<file path="config.mk">
export PLATFORM = sky130hd
export DESIGN_NAME = bpr_top
export DESIGN_NICKNAME = d
export VERILOG_FILES = /design/src/rtl/bpr_pkg.sv /design/src/rtl/bpr_decode.sv /design/src/rtl/bpr_top.sv
export VERILOG_INCLUDE_DIRS = /design/src /design/src/rtl
export SDC_FILE = /design/constraint.sdc
export NUM_CORES = 1
export LEC_CHECK = 0
export ABC_AREA = 1
export BUFFER_PORTS_ARGS = -buffer_cell sky130_fd_sc_hd__buf_4
export CAP_MARGIN = 5
export CORE_MARGIN = 2
export CORE_UTILIZATION = 48
export CTS_BUF_LIST = sky130_fd_sc_hd__clkbuf_16
export CTS_CLUSTER_DIAMETER = 60
export DETAILED_ROUTE_END_ITERATION = 6
export PLACE_DENSITY = 0.91
export SYNTH_ARGS = -nofsm -noshare
export SYNTH_HDL_FRONTEND = slang
export SYNTH_SLANG_ARGS = --single-unit
</file>
<file path="constraint.sdc">
create_clock -name aclk -period 4.3 [get_ports aclk]
set_clock_uncertainty 0.15 [all_clocks]
set_input_delay 0.86 -clock aclk [delete_from_list [all_inputs] [get_ports aclk]]
set_output_delay 0.86 -clock aclk [all_outputs]
set_load 0.1 [all_outputs]
</file>
<file path="src/rtl/bpr_params.svh">
// constants for the bridge data parity reporting block
//
// Behaviour
// the upstream-side data-parity-detected bit is set only while the bridge masters the upstream bus, its response enable is on, and an error was signalled or detected there.
// that bit sets for upstream reads, posted writes and delayed writes with the error on the upstream bus and enable on, never otherwise.
// the downstream-side data-parity-detected bit is set only while the bridge masters the downstream bus, its response enable is on, and an error was signalled or detected there.
// that bit sets for downstream reads, posted writes and delayed writes with the error on the downstream bus and enable on, never otherwise.
// the upstream parity error pin is driven only as write target or read initiator on the upstream bus with the upstream enable on.
// the upstream pin is pulled low for upstream-bus errors on upstream reads and downstream posted or delayed writes with enable on, else it stays high.
// an error signalled by the downstream target while completing a downstream delayed write is passed back on the upstream pin if no upstream error was seen and both enables are on.
// the upstream pin fires on a bridge-detected upstream data parity error or on that delayed write completion error.
// the downstream parity error pin is driven only as write target or read initiator on the downstream bus with the downstream enable on.
// the downstream pin fires on downstream-bus errors and on an upstream pin error while completing an upstream delayed write;
// the code fires it for downstream-bus errors only on downstream reads and upstream posted or delayed writes.
// the detected bits stay set until software writes one to them, and reset clears them.
`ifndef BPR_PARAMS_SVH
`define BPR_PARAMS_SVH

// -----------------------------------------------------------------
// register map
// -----------------------------------------------------------------
`define BPR_ADDR_W 8
`define BPR_OFS_CONTROL 8'h00
`define BPR_OFS_STATUS 8'h04
`define BPR_OFS_LIVE 8'h08

// -----------------------------------------------------------------
// fields
// -----------------------------------------------------------------
`define BPR_BIT_UP 0
`define BPR_BIT_DN 1
`define BPR_CONTROL_RST 2'h0
`define BPR_STATUS_RST 2'h0

// -----------------------------------------------------------------
// bus answers and timing
// -----------------------------------------------------------------
`define BPR_RESP_OKAY 2'h0
`define BPR_RESP_SLVERR 2'h2
`define BPR_PCI_CLK_NS 25
`define BPR_CLK_NS 25
`define BPR_PERR_LOW_CYCLES ((`BPR_PCI_CLK_NS + `BPR_CLK_NS - 1) / `BPR_CLK_NS)

`endif

</file>
<file path="src/rtl/bpr_pkg.sv">
// types of the bridge data parity reporting block
package bpr_pkg;

   typedef enum logic [1:0] {
      BPR_READ,
      BPR_POSTED_WR,
      BPR_DELAYED_WR
   } bpr_kind_t;

   typedef enum logic {BPR_DOWN, BPR_UP} bpr_dir_t;
   typedef enum logic {BPR_BUS_UP, BPR_BUS_DN} bpr_bus_t;

   // a data parity error seen on one bus
   typedef struct packed {
      logic valid;
      bpr_kind_t kind;
      bpr_dir_t dir;
      bpr_bus_t bus;
      logic init_err;
   } bpr_evt_t;

   // what the bridge does on its side as bus master of a write
   typedef struct packed {
      logic active;
      bpr_kind_t kind;
      bpr_dir_t dir;
      logic init_err;
   } bpr_ctx_t;

   typedef struct packed {
      logic set_up_dp;
      logic set_dn_dp;
      logic drive_up_perr;
      logic drive_dn_perr;
   } bpr_act_t;

   typedef enum logic [1:0] {
      BPR_PH_IDLE,
      BPR_PH_LOW,
      BPR_PH_HIGH
   } bpr_phase_t;

   typedef struct packed {
      logic awready;
      logic wready;
      logic aw_held;
      logic w_held;
      logic [7:0] awaddr;
      logic [31:0] wdata;
      logic [3:0] wstrb;
      logic bvalid;
      logic [1:0] bresp;
      logic arready;
      logic rvalid;
      logic [31:0] rdata;
      logic [1:0] rresp;
      logic up_en;
      logic dn_en;
      logic up_dp;
      logic dn_dp;
      bpr_phase_t up_ph;
      bpr_phase_t dn_ph;
      logic [1:0] up_cnt;
      logic [1:0] dn_cnt;
      logic up_n;
      logic up_oe;
      logic dn_n;
      logic dn_oe;
   } bpr_state_t;

endpackage

</file>
<file path="src/rtl/bpr_decode.sv">
// maps one parity error event to status and pin actions
`timescale 1ns/1ps
`include "bpr_params.svh"
module bpr_decode (
   // event and enables
   input wire bpr_pkg::bpr_evt_t evt,
   input wire logic up_en,
   input wire logic dn_en,
   // resulting actions
   output bpr_pkg::bpr_act_t act
);

   function automatic bpr_pkg::bpr_act_t decode(
      input bpr_pkg::bpr_evt_t e,
      input logic pe,
      input logic se
   );
      bpr_pkg::bpr_act_t a;
      logic up_dir;
      logic fwd_ok;
      a = '0;
      up_dir = (e.dir == bpr_pkg::BPR_UP);
      fwd_ok = pe && se && !e.init_err;
      if (e.valid) begin
         if (e.bus == bpr_pkg::BPR_BUS_UP) begin
            // bridge masters the upstream bus only on upstream traffic
            a.set_up_dp = up_dir && pe;
            case (e.kind)
               bpr_pkg::BPR_READ: begin
                  a.drive_up_perr = up_dir && pe;
               end
               bpr_pkg::BPR_POSTED_WR: begin
                  a.drive_up_perr = !up_dir && pe;
               end
               bpr_pkg::BPR_DELAYED_WR: begin
                  a.drive_up_perr = !up_dir && pe;
                  a.drive_dn_perr = up_dir && fwd_ok;
               end
               default: begin
                  a = '0;
               end
            endcase
         end else begin
            a.set_dn_dp = !up_dir && se;
            case (e.kind)
               bpr_pkg::BPR_READ: begin
                  a.drive_dn_perr = !up_dir && se;
               end
               bpr_pkg::BPR_POSTED_WR: begin
                  a.drive_dn_perr = up_dir && se;
               end
               bpr_pkg::BPR_DELAYED_WR: begin
                  a.drive_dn_perr = up_dir && se;
                  a.drive_up_perr = !up_dir && fwd_ok;
               end
               default: begin
                  a = '0;
               end
            endcase
         end
      end
      return a;
   endfunction

   assign act = decode(evt, up_en, dn_en);

endmodule

</file>
<file path="src/rtl/bpr_top.sv">
// bridge data parity reporting with an axi4-lite register slave
`timescale 1ns/1ps
`include "bpr_params.svh"
module bpr_top (
   // clock and reset
   input wire logic aclk,
   input wire logic aresetn,
   // axi4-lite write address and data
   input wire logic [7:0] s_axi_awaddr,
   input wire logic s_axi_awvalid,
   output logic s_axi_awready,
   input wire logic [31:0] s_axi_wdata,
   input wire logic [3:0] s_axi_wstrb,
   input wire logic s_axi_wvalid,
   output logic s_axi_wready,
   // axi4-lite write response
   output logic [1:0] s_axi_bresp,
   output logic s_axi_bvalid,
   input wire logic s_axi_bready,
   // axi4-lite read
   input wire logic [7:0] s_axi_araddr,
   input wire logic s_axi_arvalid,
   output logic s_axi_arready,
   output logic [31:0] s_axi_rdata,
   output logic [1:0] s_axi_rresp,
   output logic s_axi_rvalid,
   input wire logic s_axi_rready,
   // parity errors found by the bridge's own checkers
   input wire bpr_pkg::bpr_evt_t det_evt,
   // bridge as master of a write on each bus
   input wire bpr_pkg::bpr_ctx_t up_ctx,
   input wire bpr_pkg::bpr_ctx_t dn_ctx,
   // upstream side parity error pin
   input wire logic upstream_side_parity_err_n_i,
   output logic upstream_side_parity_err_n_o,
   output logic upstream_side_parity_err_oe,
   // downstream side parity error pin
   input wire logic downstream_side_parity_err_n_i,
   output logic downstream_side_parity_err_n_o,
   output logic downstream_side_parity_err_oe
);

   // -----------------------------------------------------------------
   // helpers
   // -----------------------------------------------------------------
   function automatic logic addr_ok(input logic [7:0] a);
      return (a == `BPR_OFS_CONTROL) || (a == `BPR_OFS_STATUS) ||
         (a == `BPR_OFS_LIVE);
   endfunction

   // pin drives low then high for one cycle before letting go, as pci asks
   function automatic bpr_pkg::bpr_phase_t next_phase(
      input bpr_pkg::bpr_phase_t ph,
      input logic [1:0] cnt,
      input logic trig
   );
      bpr_pkg::bpr_phase_t n;
      n = ph;
      if (trig) begin
         n = bpr_pkg::BPR_PH_LOW;
      end else begin
         case (ph)
            bpr_pkg::BPR_PH_LOW: begin
               if (cnt == 2'(`BPR_PERR_LOW_CYCLES - 1)) begin
                  n = bpr_pkg::BPR_PH_HIGH;
               end
            end
            bpr_pkg::BPR_PH_HIGH: begin
               n = bpr_pkg::BPR_PH_IDLE;
            end
            default: begin
               n = bpr_pkg::BPR_PH_IDLE;
            end
         endcase
      end
      return n;
   endfunction

   // -----------------------------------------------------------------
   // event decoding
   // -----------------------------------------------------------------
   bpr_pkg::bpr_state_t st;
   bpr_pkg::bpr_state_t next_st;
   bpr_pkg::bpr_evt_t up_pin_evt;
   bpr_pkg::bpr_evt_t dn_pin_evt;
   bpr_pkg::bpr_act_t det_act;
   bpr_pkg::bpr_act_t up_pin_act;
   bpr_pkg::bpr_act_t dn_pin_act;
   bpr_pkg::bpr_act_t act;
   logic wr_fire;
   logic rd_fire;
   logic [1:0] clr_dp;

   // a pin seen low while we are not driving it is the far target's report
   always_comb begin
      up_pin_evt.valid = up_ctx.active && !upstream_side_parity_err_n_i &&
         !st.up_oe;
      up_pin_evt.kind = up_ctx.kind;
      up_pin_evt.dir = up_ctx.dir;
      up_pin_evt.bus = bpr_pkg::BPR_BUS_UP;
      up_pin_evt.init_err = up_ctx.init_err;
      dn_pin_evt.valid = dn_ctx.active && !downstream_side_parity_err_n_i &&
         !st.dn_oe;
      dn_pin_evt.kind = dn_ctx.kind;
      dn_pin_evt.dir = dn_ctx.dir;
      dn_pin_evt.bus = bpr_pkg::BPR_BUS_DN;
      dn_pin_evt.init_err = dn_ctx.init_err;
   end

   bpr_decode u_dec_det (
      .evt(det_evt),
      .up_en(st.up_en),
      .dn_en(st.dn_en),
      .act(det_act)
   );

   bpr_decode u_dec_up (
      .evt(up_pin_evt),
      .up_en(st.up_en),
      .dn_en(st.dn_en),
      .act(up_pin_act)
   );

   bpr_decode u_dec_dn (
      .evt(dn_pin_evt),
      .up_en(st.up_en),
      .dn_en(st.dn_en),
      .act(dn_pin_act)
   );

   assign act = det_act | up_pin_act | dn_pin_act;

   // -----------------------------------------------------------------
   // next state
   // -----------------------------------------------------------------
   always_comb begin
      next_st = st;
      wr_fire = st.aw_held && st.w_held && !st.bvalid;
      rd_fire = s_axi_arvalid && st.arready;
      clr_dp = 2'h0;
      // write address and data are taken in either order
      if (s_axi_awvalid && st.awready) begin
         next_st.aw_held = 1'b1;
         next_st.awaddr = s_axi_awaddr;
      end
      if (s_axi_wvalid && st.wready) begin
         next_st.w_held = 1'b1;
         next_st.wdata = s_axi_wdata;
         next_st.wstrb = s_axi_wstrb;
      end
      if (wr_fire) begin
         next_st.aw_held = 1'b0;
         next_st.w_held = 1'b0;
         next_st.bvalid = 1'b1;
         next_st.bresp = addr_ok(st.awaddr) ? `BPR_RESP_OKAY :
            `BPR_RESP_SLVERR;
         if (st.wstrb[0]) begin
            if (st.awaddr == `BPR_OFS_CONTROL) begin
               next_st.up_en = st.wdata[`BPR_BIT_UP];
               next_st.dn_en = st.wdata[`BPR_BIT_DN];
            end
            if (st.awaddr == `BPR_OFS_STATUS) begin
               clr_dp = st.wdata[1:0];
            end
         end
      end
      if (st.bvalid && s_axi_bready) begin
         next_st.bvalid = 1'b0;
      end
      next_st.awready = !next_st.aw_held;
      next_st.wready = !next_st.w_held;
      // read: one outstanding, answered the cycle after address is taken
      if (st.rvalid && s_axi_rready) begin
         next_st.rvalid = 1'b0;
      end
      if (rd_fire) begin
         next_st.rvalid = 1'b1;
         next_st.rdata = 32'h0000_0000;
         next_st.rresp = addr_ok(s_axi_araddr) ? `BPR_RESP_OKAY :
            `BPR_RESP_SLVERR;
         case (s_axi_araddr)
            `BPR_OFS_CONTROL: begin
               next_st.rdata[1:0] = {st.dn_en, st.up_en};
            end
            `BPR_OFS_STATUS: begin
               next_st.rdata[1:0] = {st.dn_dp, st.up_dp};
            end
            `BPR_OFS_LIVE: begin
               next_st.rdata[1:0] = {st.dn_oe && !st.dn_n,
                  st.up_oe && !st.up_n};
            end
            default: begin
               next_st.rdata = 32'h0000_0000;
            end
         endcase
      end
      next_st.arready = !next_st.rvalid;
      // sticky detected bits; a new event beats a clear in the same cycle
      next_st.up_dp = (st.up_dp && !clr_dp[`BPR_BIT_UP]) ||
         act.set_up_dp;
      next_st.dn_dp = (st.dn_dp && !clr_dp[`BPR_BIT_DN]) ||
         act.set_dn_dp;
      // pin sequencers
      next_st.up_ph = next_phase(st.up_ph, st.up_cnt,
         act.drive_up_perr);
      next_st.dn_ph = next_phase(st.dn_ph, st.dn_cnt,
         act.drive_dn_perr);
      next_st.up_cnt = (next_st.up_ph == bpr_pkg::BPR_PH_LOW &&
         !act.drive_up_perr) ? st.up_cnt + 2'h1 : 2'h0;
      next_st.dn_cnt = (next_st.dn_ph == bpr_pkg::BPR_PH_LOW &&
         !act.drive_dn_perr) ? st.dn_cnt + 2'h1 : 2'h0;
      next_st.up_n = (next_st.up_ph != bpr_pkg::BPR_PH_LOW);
      next_st.up_oe = (next_st.up_ph != bpr_pkg::BPR_PH_IDLE);
      next_st.dn_n = (next_st.dn_ph != bpr_pkg::BPR_PH_LOW);
      next_st.dn_oe = (next_st.dn_ph != bpr_pkg::BPR_PH_IDLE);
   end

   // -----------------------------------------------------------------
   // state register
   // -----------------------------------------------------------------
   always_ff @(posedge aclk) begin
      if (!aresetn) begin
         st <= '0;
         st.awready <= 1'b1;
         st.wready <= 1'b1;
         st.arready <= 1'b1;
         st.up_en <= 1'(`BPR_CONTROL_RST >> `BPR_BIT_UP);
         st.dn_en <= 1'(`BPR_CONTROL_RST >> `BPR_BIT_DN);
         st.up_dp <= 1'(`BPR_STATUS_RST >> `BPR_BIT_UP);
         st.dn_dp <= 1'(`BPR_STATUS_RST >> `BPR_BIT_DN);
         st.up_n <= 1'b1;
         st.dn_n <= 1'b1;
      end else begin
         st <= next_st;
      end
   end

   assign s_axi_awready = st.awready;
   assign s_axi_wready = st.wready;
   assign s_axi_bresp = st.bresp;
   assign s_axi_bvalid = st.bvalid;
   assign s_axi_arready = st.arready;
   assign s_axi_rdata = st.rdata;
   assign s_axi_rresp = st.rresp;
   assign s_axi_rvalid = st.rvalid;
   assign upstream_side_parity_err_n_o = st.up_n;
   assign upstream_side_parity_err_oe = st.up_oe;
   assign downstream_side_parity_err_n_o = st.dn_n;
   assign downstream_side_parity_err_oe = st.dn_oe;

   // -----------------------------------------------------------------
   // checks
   // -----------------------------------------------------------------
   a_up_dp_set: assert property (
      @(posedge aclk) disable iff (!aresetn)
      det_evt.valid && det_evt.bus == bpr_pkg::BPR_BUS_UP &&
      det_evt.dir == bpr_pkg::BPR_UP && st.up_en |=> st.up_dp)
      else $error("upstream detected bit not set");

   a_up_dp_cause: assert property (
      @(posedge aclk) disable iff (!aresetn)
      $rose(st.up_dp) |-> $past(st.up_en) && $past(act.set_up_dp))
      else $error("upstream detected bit set without cause");

   a_dn_dp_set: assert property (
      @(posedge aclk) disable iff (!aresetn)
      det_evt.valid && det_evt.bus == bpr_pkg::BPR_BUS_DN &&
      det_evt.dir == bpr_pkg::BPR_DOWN && st.dn_en |=> st.dn_dp)
      else $error("downstream detected bit not set");

   a_dn_dp_cause: assert property (
      @(posedge aclk) disable iff (!aresetn)
      $rose(st.dn_dp) |-> $past(st.dn_en))
      else $error("downstream detected bit set while disabled");

   a_dp_sticky: assert property (
      @(posedge aclk) disable iff (!aresetn)
      st.up_dp && !clr_dp[`BPR_BIT_UP] |=> st.up_dp [*1] ##0
      $past(st.up_dp))
      else $error("upstream detected bit dropped without clear");

   a_up_perr_en: assert property (
      @(posedge aclk) disable iff (!aresetn)
      $fell(st.up_n) |-> $past(st.up_en))
      else $error("upstream pin driven while disabled");

   a_up_perr_fire: assert property (
      @(posedge aclk) disable iff (!aresetn)
      det_evt.valid && det_evt.bus == bpr_pkg::BPR_BUS_UP &&
      det_evt.kind == bpr_pkg::BPR_READ &&
      det_evt.dir == bpr_pkg::BPR_UP && st.up_en
      |=> !st.up_n && st.up_oe)
      else $error("upstream pin not pulled low on read error");

   a_dw_pass_back: assert property (
      @(posedge aclk) disable iff (!aresetn)
      dn_pin_evt.valid && dn_ctx.kind == bpr_pkg::BPR_DELAYED_WR &&
      dn_ctx.dir == bpr_pkg::BPR_DOWN && !dn_ctx.init_err &&
      st.up_en && st.dn_en |=> !st.up_n)
      else $error("delayed write error not passed back upstream");

   a_up_perr_cause: assert property (
      @(posedge aclk) disable iff (!aresetn)
      $fell(st.up_n) |-> $past(act.drive_up_perr))
      else $error("upstream pin low without trigger");

   a_dn_perr_en: assert property (
      @(posedge aclk) disable iff (!aresetn)
      $fell(st.dn_n) |-> $past(st.dn_en))
      else $error("downstream pin driven while disabled");

   a_dn_perr_fwd: assert property (
      @(posedge aclk) disable iff (!aresetn)
      up_pin_evt.valid && up_ctx.kind == bpr_pkg::BPR_DELAYED_WR &&
      up_ctx.dir == bpr_pkg::BPR_UP && !up_ctx.init_err &&
      st.up_en && st.dn_en |=> !st.dn_n ##1 (st.dn_n || !st.dn_oe ||
      $past(act.drive_dn_perr)))
      else $error("upstream delayed write error not forwarded");

   a_perr_release: assert property (
      @(posedge aclk) disable iff (!aresetn)
      $fell(st.up_oe) |-> $past(st.up_n, 1))
      else $error("upstream pin released while low");

   // a downstream read error is answered on the downstream pin
   a_dn_perr_fire: assert property (
      @(posedge aclk) disable iff (!aresetn)
      det_evt.valid && det_evt.bus == bpr_pkg::BPR_BUS_DN &&
      det_evt.kind == bpr_pkg::BPR_READ &&
      det_evt.dir == bpr_pkg::BPR_DOWN && st.dn_en
      |=> !st.dn_n && st.dn_oe)
      else $error("downstream pin not pulled low on read error");

   // as target of a posted write the bridge reports on its own bus
   a_up_pw_perr: assert property (
      @(posedge aclk) disable iff (!aresetn)
      det_evt.valid && det_evt.bus == bpr_pkg::BPR_BUS_UP &&
      det_evt.kind == bpr_pkg::BPR_POSTED_WR &&
      det_evt.dir == bpr_pkg::BPR_DOWN && st.up_en
      |=> !st.up_n && st.up_oe)
      else $error("upstream pin not pulled low on posted write error");

   // downstream traffic never marks the upstream detected bit
   a_up_dp_only: assert property (
      @(posedge aclk) disable iff (!aresetn)
      $rose(st.up_dp) |-> ($past(det_evt.valid) &&
      $past(det_evt.bus) == bpr_pkg::BPR_BUS_UP &&
      $past(det_evt.dir) == bpr_pkg::BPR_UP) ||
      ($past(up_pin_evt.valid) && $past(up_ctx.dir) == bpr_pkg::BPR_UP))
      else $error("upstream detected bit set for a refused case");

endmodule

</file>
# [Word level (Yosys, flattened, before mapping)]
# Cells that the tools add are included.
[totals] out_inout_bits=45 register_bits=40
[classes] n_eq_ne=16 n_reduce_logical=78 n_bitwise=3 n_addsub=2 n_mux=33
[op_table] operator="$mux W35" n=1
[op_table] operator="$logic_and A1 B1 Y1" n=33
[op_table] operator="$mux W2" n=14
[op_table] operator="$logic_not A1 Y1" n=20
[op_table] operator="$eq A8 B3 Y1 const B" n=2
[op_table] operator="$eq A8 B4 Y1 const B" n=2
[op_table] operator="$logic_not A8 Y1" n=2
[op_table] operator="$eq A2 B1 Y1 const B" n=7
[op_table] operator="$mux W4" n=3
[op_table] operator="$logic_not A2 Y1" n=5
[op_table] operator="$mux W1" n=9
[op_table] operator="$reduce_or A3 Y1" n=3
[op_table] operator="$or A4 B4 Y4" n=2
[op_table] operator="$pmux W1 S2" n=4
[op_table] operator="$reduce_or A2 Y1" n=4
[op_table] operator="$eq A2 B2 Y1 const B" n=3
[op_table] operator="$logic_or A1 B1 Y1" n=6
[op_table] operator="$pmux W2 S3" n=1
[op_table] operator="$add A2 B1 Y2 const B" n=2
[op_table] operator="$ne A2 B1 Y1 const B" n=2
[op_table] operator="$reduce_and A2 Y1" n=2
[op_table] operator="$reduce_bool A2 Y1" n=2
[op_table] operator="$mux W3" n=1
[op_table] operator="$reduce_and A3 Y1" n=1
[op_table] operator="$not A1 Y1" n=1

# [Depth between registers and ports, before layout]
[depth] ltp_word=12 mapped_depth=10

# [Hierarchy]
# A second synthesis with hierarchy kept.
[unflattened] hier_cells=344 area_unflattened_um2=2319.7
[by_module_without_submodules] module="bpr_top" cells_per_inst=239 seq_area_each_um2=760.7 area_each_um2=1786.7 n_inst=1
[by_module_without_submodules] module="bpr_decode" cells_per_inst=35 seq_area_each_um2=0.0 area_each_um2=177.7 n_inst=3

# [Worst setup path after synthesis]
# OpenSTA, ideal clock, no wires.
[synth_path] path_type="flip-flop to output port" start="reg st (netlist bit s_axi_bvalid)" end="out s_axi_bvalid" t_arrival_ps=971 path_stages_with_launch=1 required_ps=3290 slack_ps=2319 n_path_buf=0 path_cell_list="dfxtp_1"
[synth_rtl] item="start, declared" line_no="bpr_top.sv:82" rtl="bpr_pkg::bpr_state_t st;"
[synth_rtl] item="start signal, assigned" line_no="bpr_top.sv:234" rtl="st <= next_st;"
[synth_rtl] item="end, declared" line_no="bpr_top.sv:18" rtl="output logic s_axi_bvalid,"
# No word-level cell between the ends.

# [Worst setup path after layout]
[layout_path] start="reg st (netlist bit s_axi_bvalid)" end="out s_axi_bvalid"
# No word-level cell between the ends.

==> flow_summary.ini <==
[yosys]
yosys_warnings = 0
synth_seq_area_share_pct = 34.4
syn_area_per_cell_um2 = 7.06
syn-cell-area_um2 = 2210
synth_most_common_cell = inv_1
synth_seq_cells = 38
yosys.cell_types.count = 24
most_numerous_cell_types_in_the_synthesized_netlist = inv_1, nor2_1, dfxtp_1
ys.flop_type = dfxtp_1
synth_top_cell_by_area = dfxtp_1
post_synth_inst_count = 313
ranking_of_synthesized_cells_by_area = dfxtp_1, buf_4, inv_1
synthArstFlopShare_pct = 0
synthDominantCellAreaShare_pct = 34.4
synth_edf_count = 0

[routing]
dr.first_iter.drc_count = 54
wl_per_cell_um = 9.79
routed_wirelength_um = 4110
ant_nets = 0
num_vias = 1931
drt_pre_antenna_iters = 4
drcViolationCount = 0
route.detailed.vias_per_inst = 4.60

[critical_path]
kind_of_critical_path = flip-flop to output port
critical_path_buf_inv_count = 1
arrival_ps = 970
rr_endpoint = upstream_side_parity_err_oe
r2r.worst_path.cells = 7
timing.critical_path.max_delay_family = flip-flops
crit_path_capture_type = output port
start_kind = flip-flop
cp_slowest_cell = dfxtp_1
critPathLaunch = s_axi_bvalid
regToRegStartpoint = st[15]
cell_by_cell_trace_of_the_critical_path = buf_4
worst_ep_required_time_ps = 3290
critical-path-max-stage-delay_ps = 380
critical_path.max_fanout = 4
slack_of_the_worst_reg_to_reg_path_ps = 2880
number_of_gates_on_the_worst_path_with_buffers_counted = 1

[cells_and_area]
design.final.nets = 457
post_route_cells_drive_above_1_share_pct = 22.8
area_growth_syn_to_layout_pct = 21.5
largest-register = st
flip_flop_count_of_the_largest_register_after_layout = 25
post-route-cell-area_um2 = 2680
antenna_cells = 0

[pwr]
vdd_ir_drop_max_mv = 0.305
power.density_nw_per_um2 = 392
power.leakage_nw = 1.39

[clock_network]
clk_pin_slew_worst_paths_ps = 50
clk_tree_root_cell = clkbuf_16
cts_made_buffers = 5
h_tree_level_count = 2
post-cts-setup-buffer-count = 0
clk_lat_worst_skew_ps = 280
tritoncts_clock_tree = built
cts.path.max_buffers = 2
cts_hold_buf = 0
clock-sinks = 38
cts_repair_resize_count = 0

[worst_hold_path]
worstHoldPathType = flip-flop to flip-flop
hold_end = st[6]
hold_path_startpoint = st[6]
hold-path-cell-count = 1

[floorplanning]
floorplan.core_area_um2 = 4380
die_x_um = 71.8
floorplan.die.height_um = 71.8
row_count = 24
initial_core_utilization_pct = 50.4
floorplan.die_area_um2 = 5160
pin_count = 122

[run_status]
status = complete, no violations

[placement]
placement.io_buffers = 56
postPlaceCellArea_um2 = 2520
place_hpwl_um = 3320
final_weighted_congestion_of_routability_driven_global_placement = 0.914

[sta]
period_minus_slack_ps = 1980
rsz0062_at_grt = no
post-route-period-util_pct = 46.1
timing_hold_violations_final = 0
setup_total_negative_slack_ps = 0
final_max_slew_viol_count = 0
setup_violations = 0
hold_slack_ps = 277
maxClockFrequency_mhz = 504

[grt]
gr-usage-all-layers_pct = 17.5
grt.overflow.total = 0
first_global_vias = 1761
antenna_found_initial = 0
grt_max_degree = 21
grt_first_pass_wirelength_um = 7090

[run]
max_cap_viol_count = 0
==> how the worst max path moves through the flow <==
stage | slack (ps) | endpoint
2_1_floorplan | 2320 | s_axi_bvalid
3_3_place_gp | 2170 | upstream_side_parity_err_oe
3_5_place_dp | 2120 | upstream_side_parity_err_oe
4_1_cts | 2310 | s_axi_bvalid
5_1_grt | 2270 | s_axi_bvalid
6_report | 2320 | s_axi_bvalid
==> report_power, final <==
part | total, mW | internal, mW | switching (mW)
Sequential | 0.381 | 0.371 | 0.00980
Clock | 0.396 | 0.268 | 0.128
Combinational | 0.276 | 0.0544 | 0.222
==> logic make-up after synthesis <==
family,synth area share [%]
adders and majority gates,6.80
AOI/OAI and AO/OA,8.27
DFF,34.4
and+or+nand+nor,27.5
other,0.170
buffers and inverters,22.8
==> cell type report <==
| type | count | area (µm²) |
|---|---|---|
| sequential | 38 | 761 |
| fill | 401 | 1700 |
| clock buffer | 5 | 125 |
| inverter | 58 | 218 |
| timing repair buffer | 56 | 420 |
| clock inverter | 2 | 33.8 |
| multi-input combinational | 209 | 1060 |
| tap | 52 | 65.1 |
==> routing by layer <==
layer / GRT usage (%) / vias to the layer above / share of wire, %
met5: 0 / - / 0
met4: 4.40 / 0 / 1.0
met3: 6.47 / 5 / 7.5
met2: 33.1 / 69 / 50
met1: 18.1 / 849 / 41
li1: - / 1008 / -
==> stage by stage <==
step | cells | power (mW) | setup slack, ps | util, %
3_3_place_gp | 413 | 0.660 | 2170 | 57.6
2_1_floorplan | 344 | 0.632 | 2320 | -
6_report | 420 | 1.05 | 2320 | 61.2
5_1_grt | 420 | 1.10 | 2270 | 61.2
3_5_place_dp | 413 | 0.664 | 2120 | 57.6
4_1_cts | 420 | 1.06 | 2310 | 61.2
==> layout by cell type, fill, tap and decap left out, drive strengths merged, types with 12 or more instances in the layout <==
master / count
nor2: 53
dfxtp: 38
nand2: 44
inv: 58
conb: 32
a21oi: 14
nand3: 19
ha: 12
buf: 56
o21ai: 18
(Power assumes the default switching activity.)
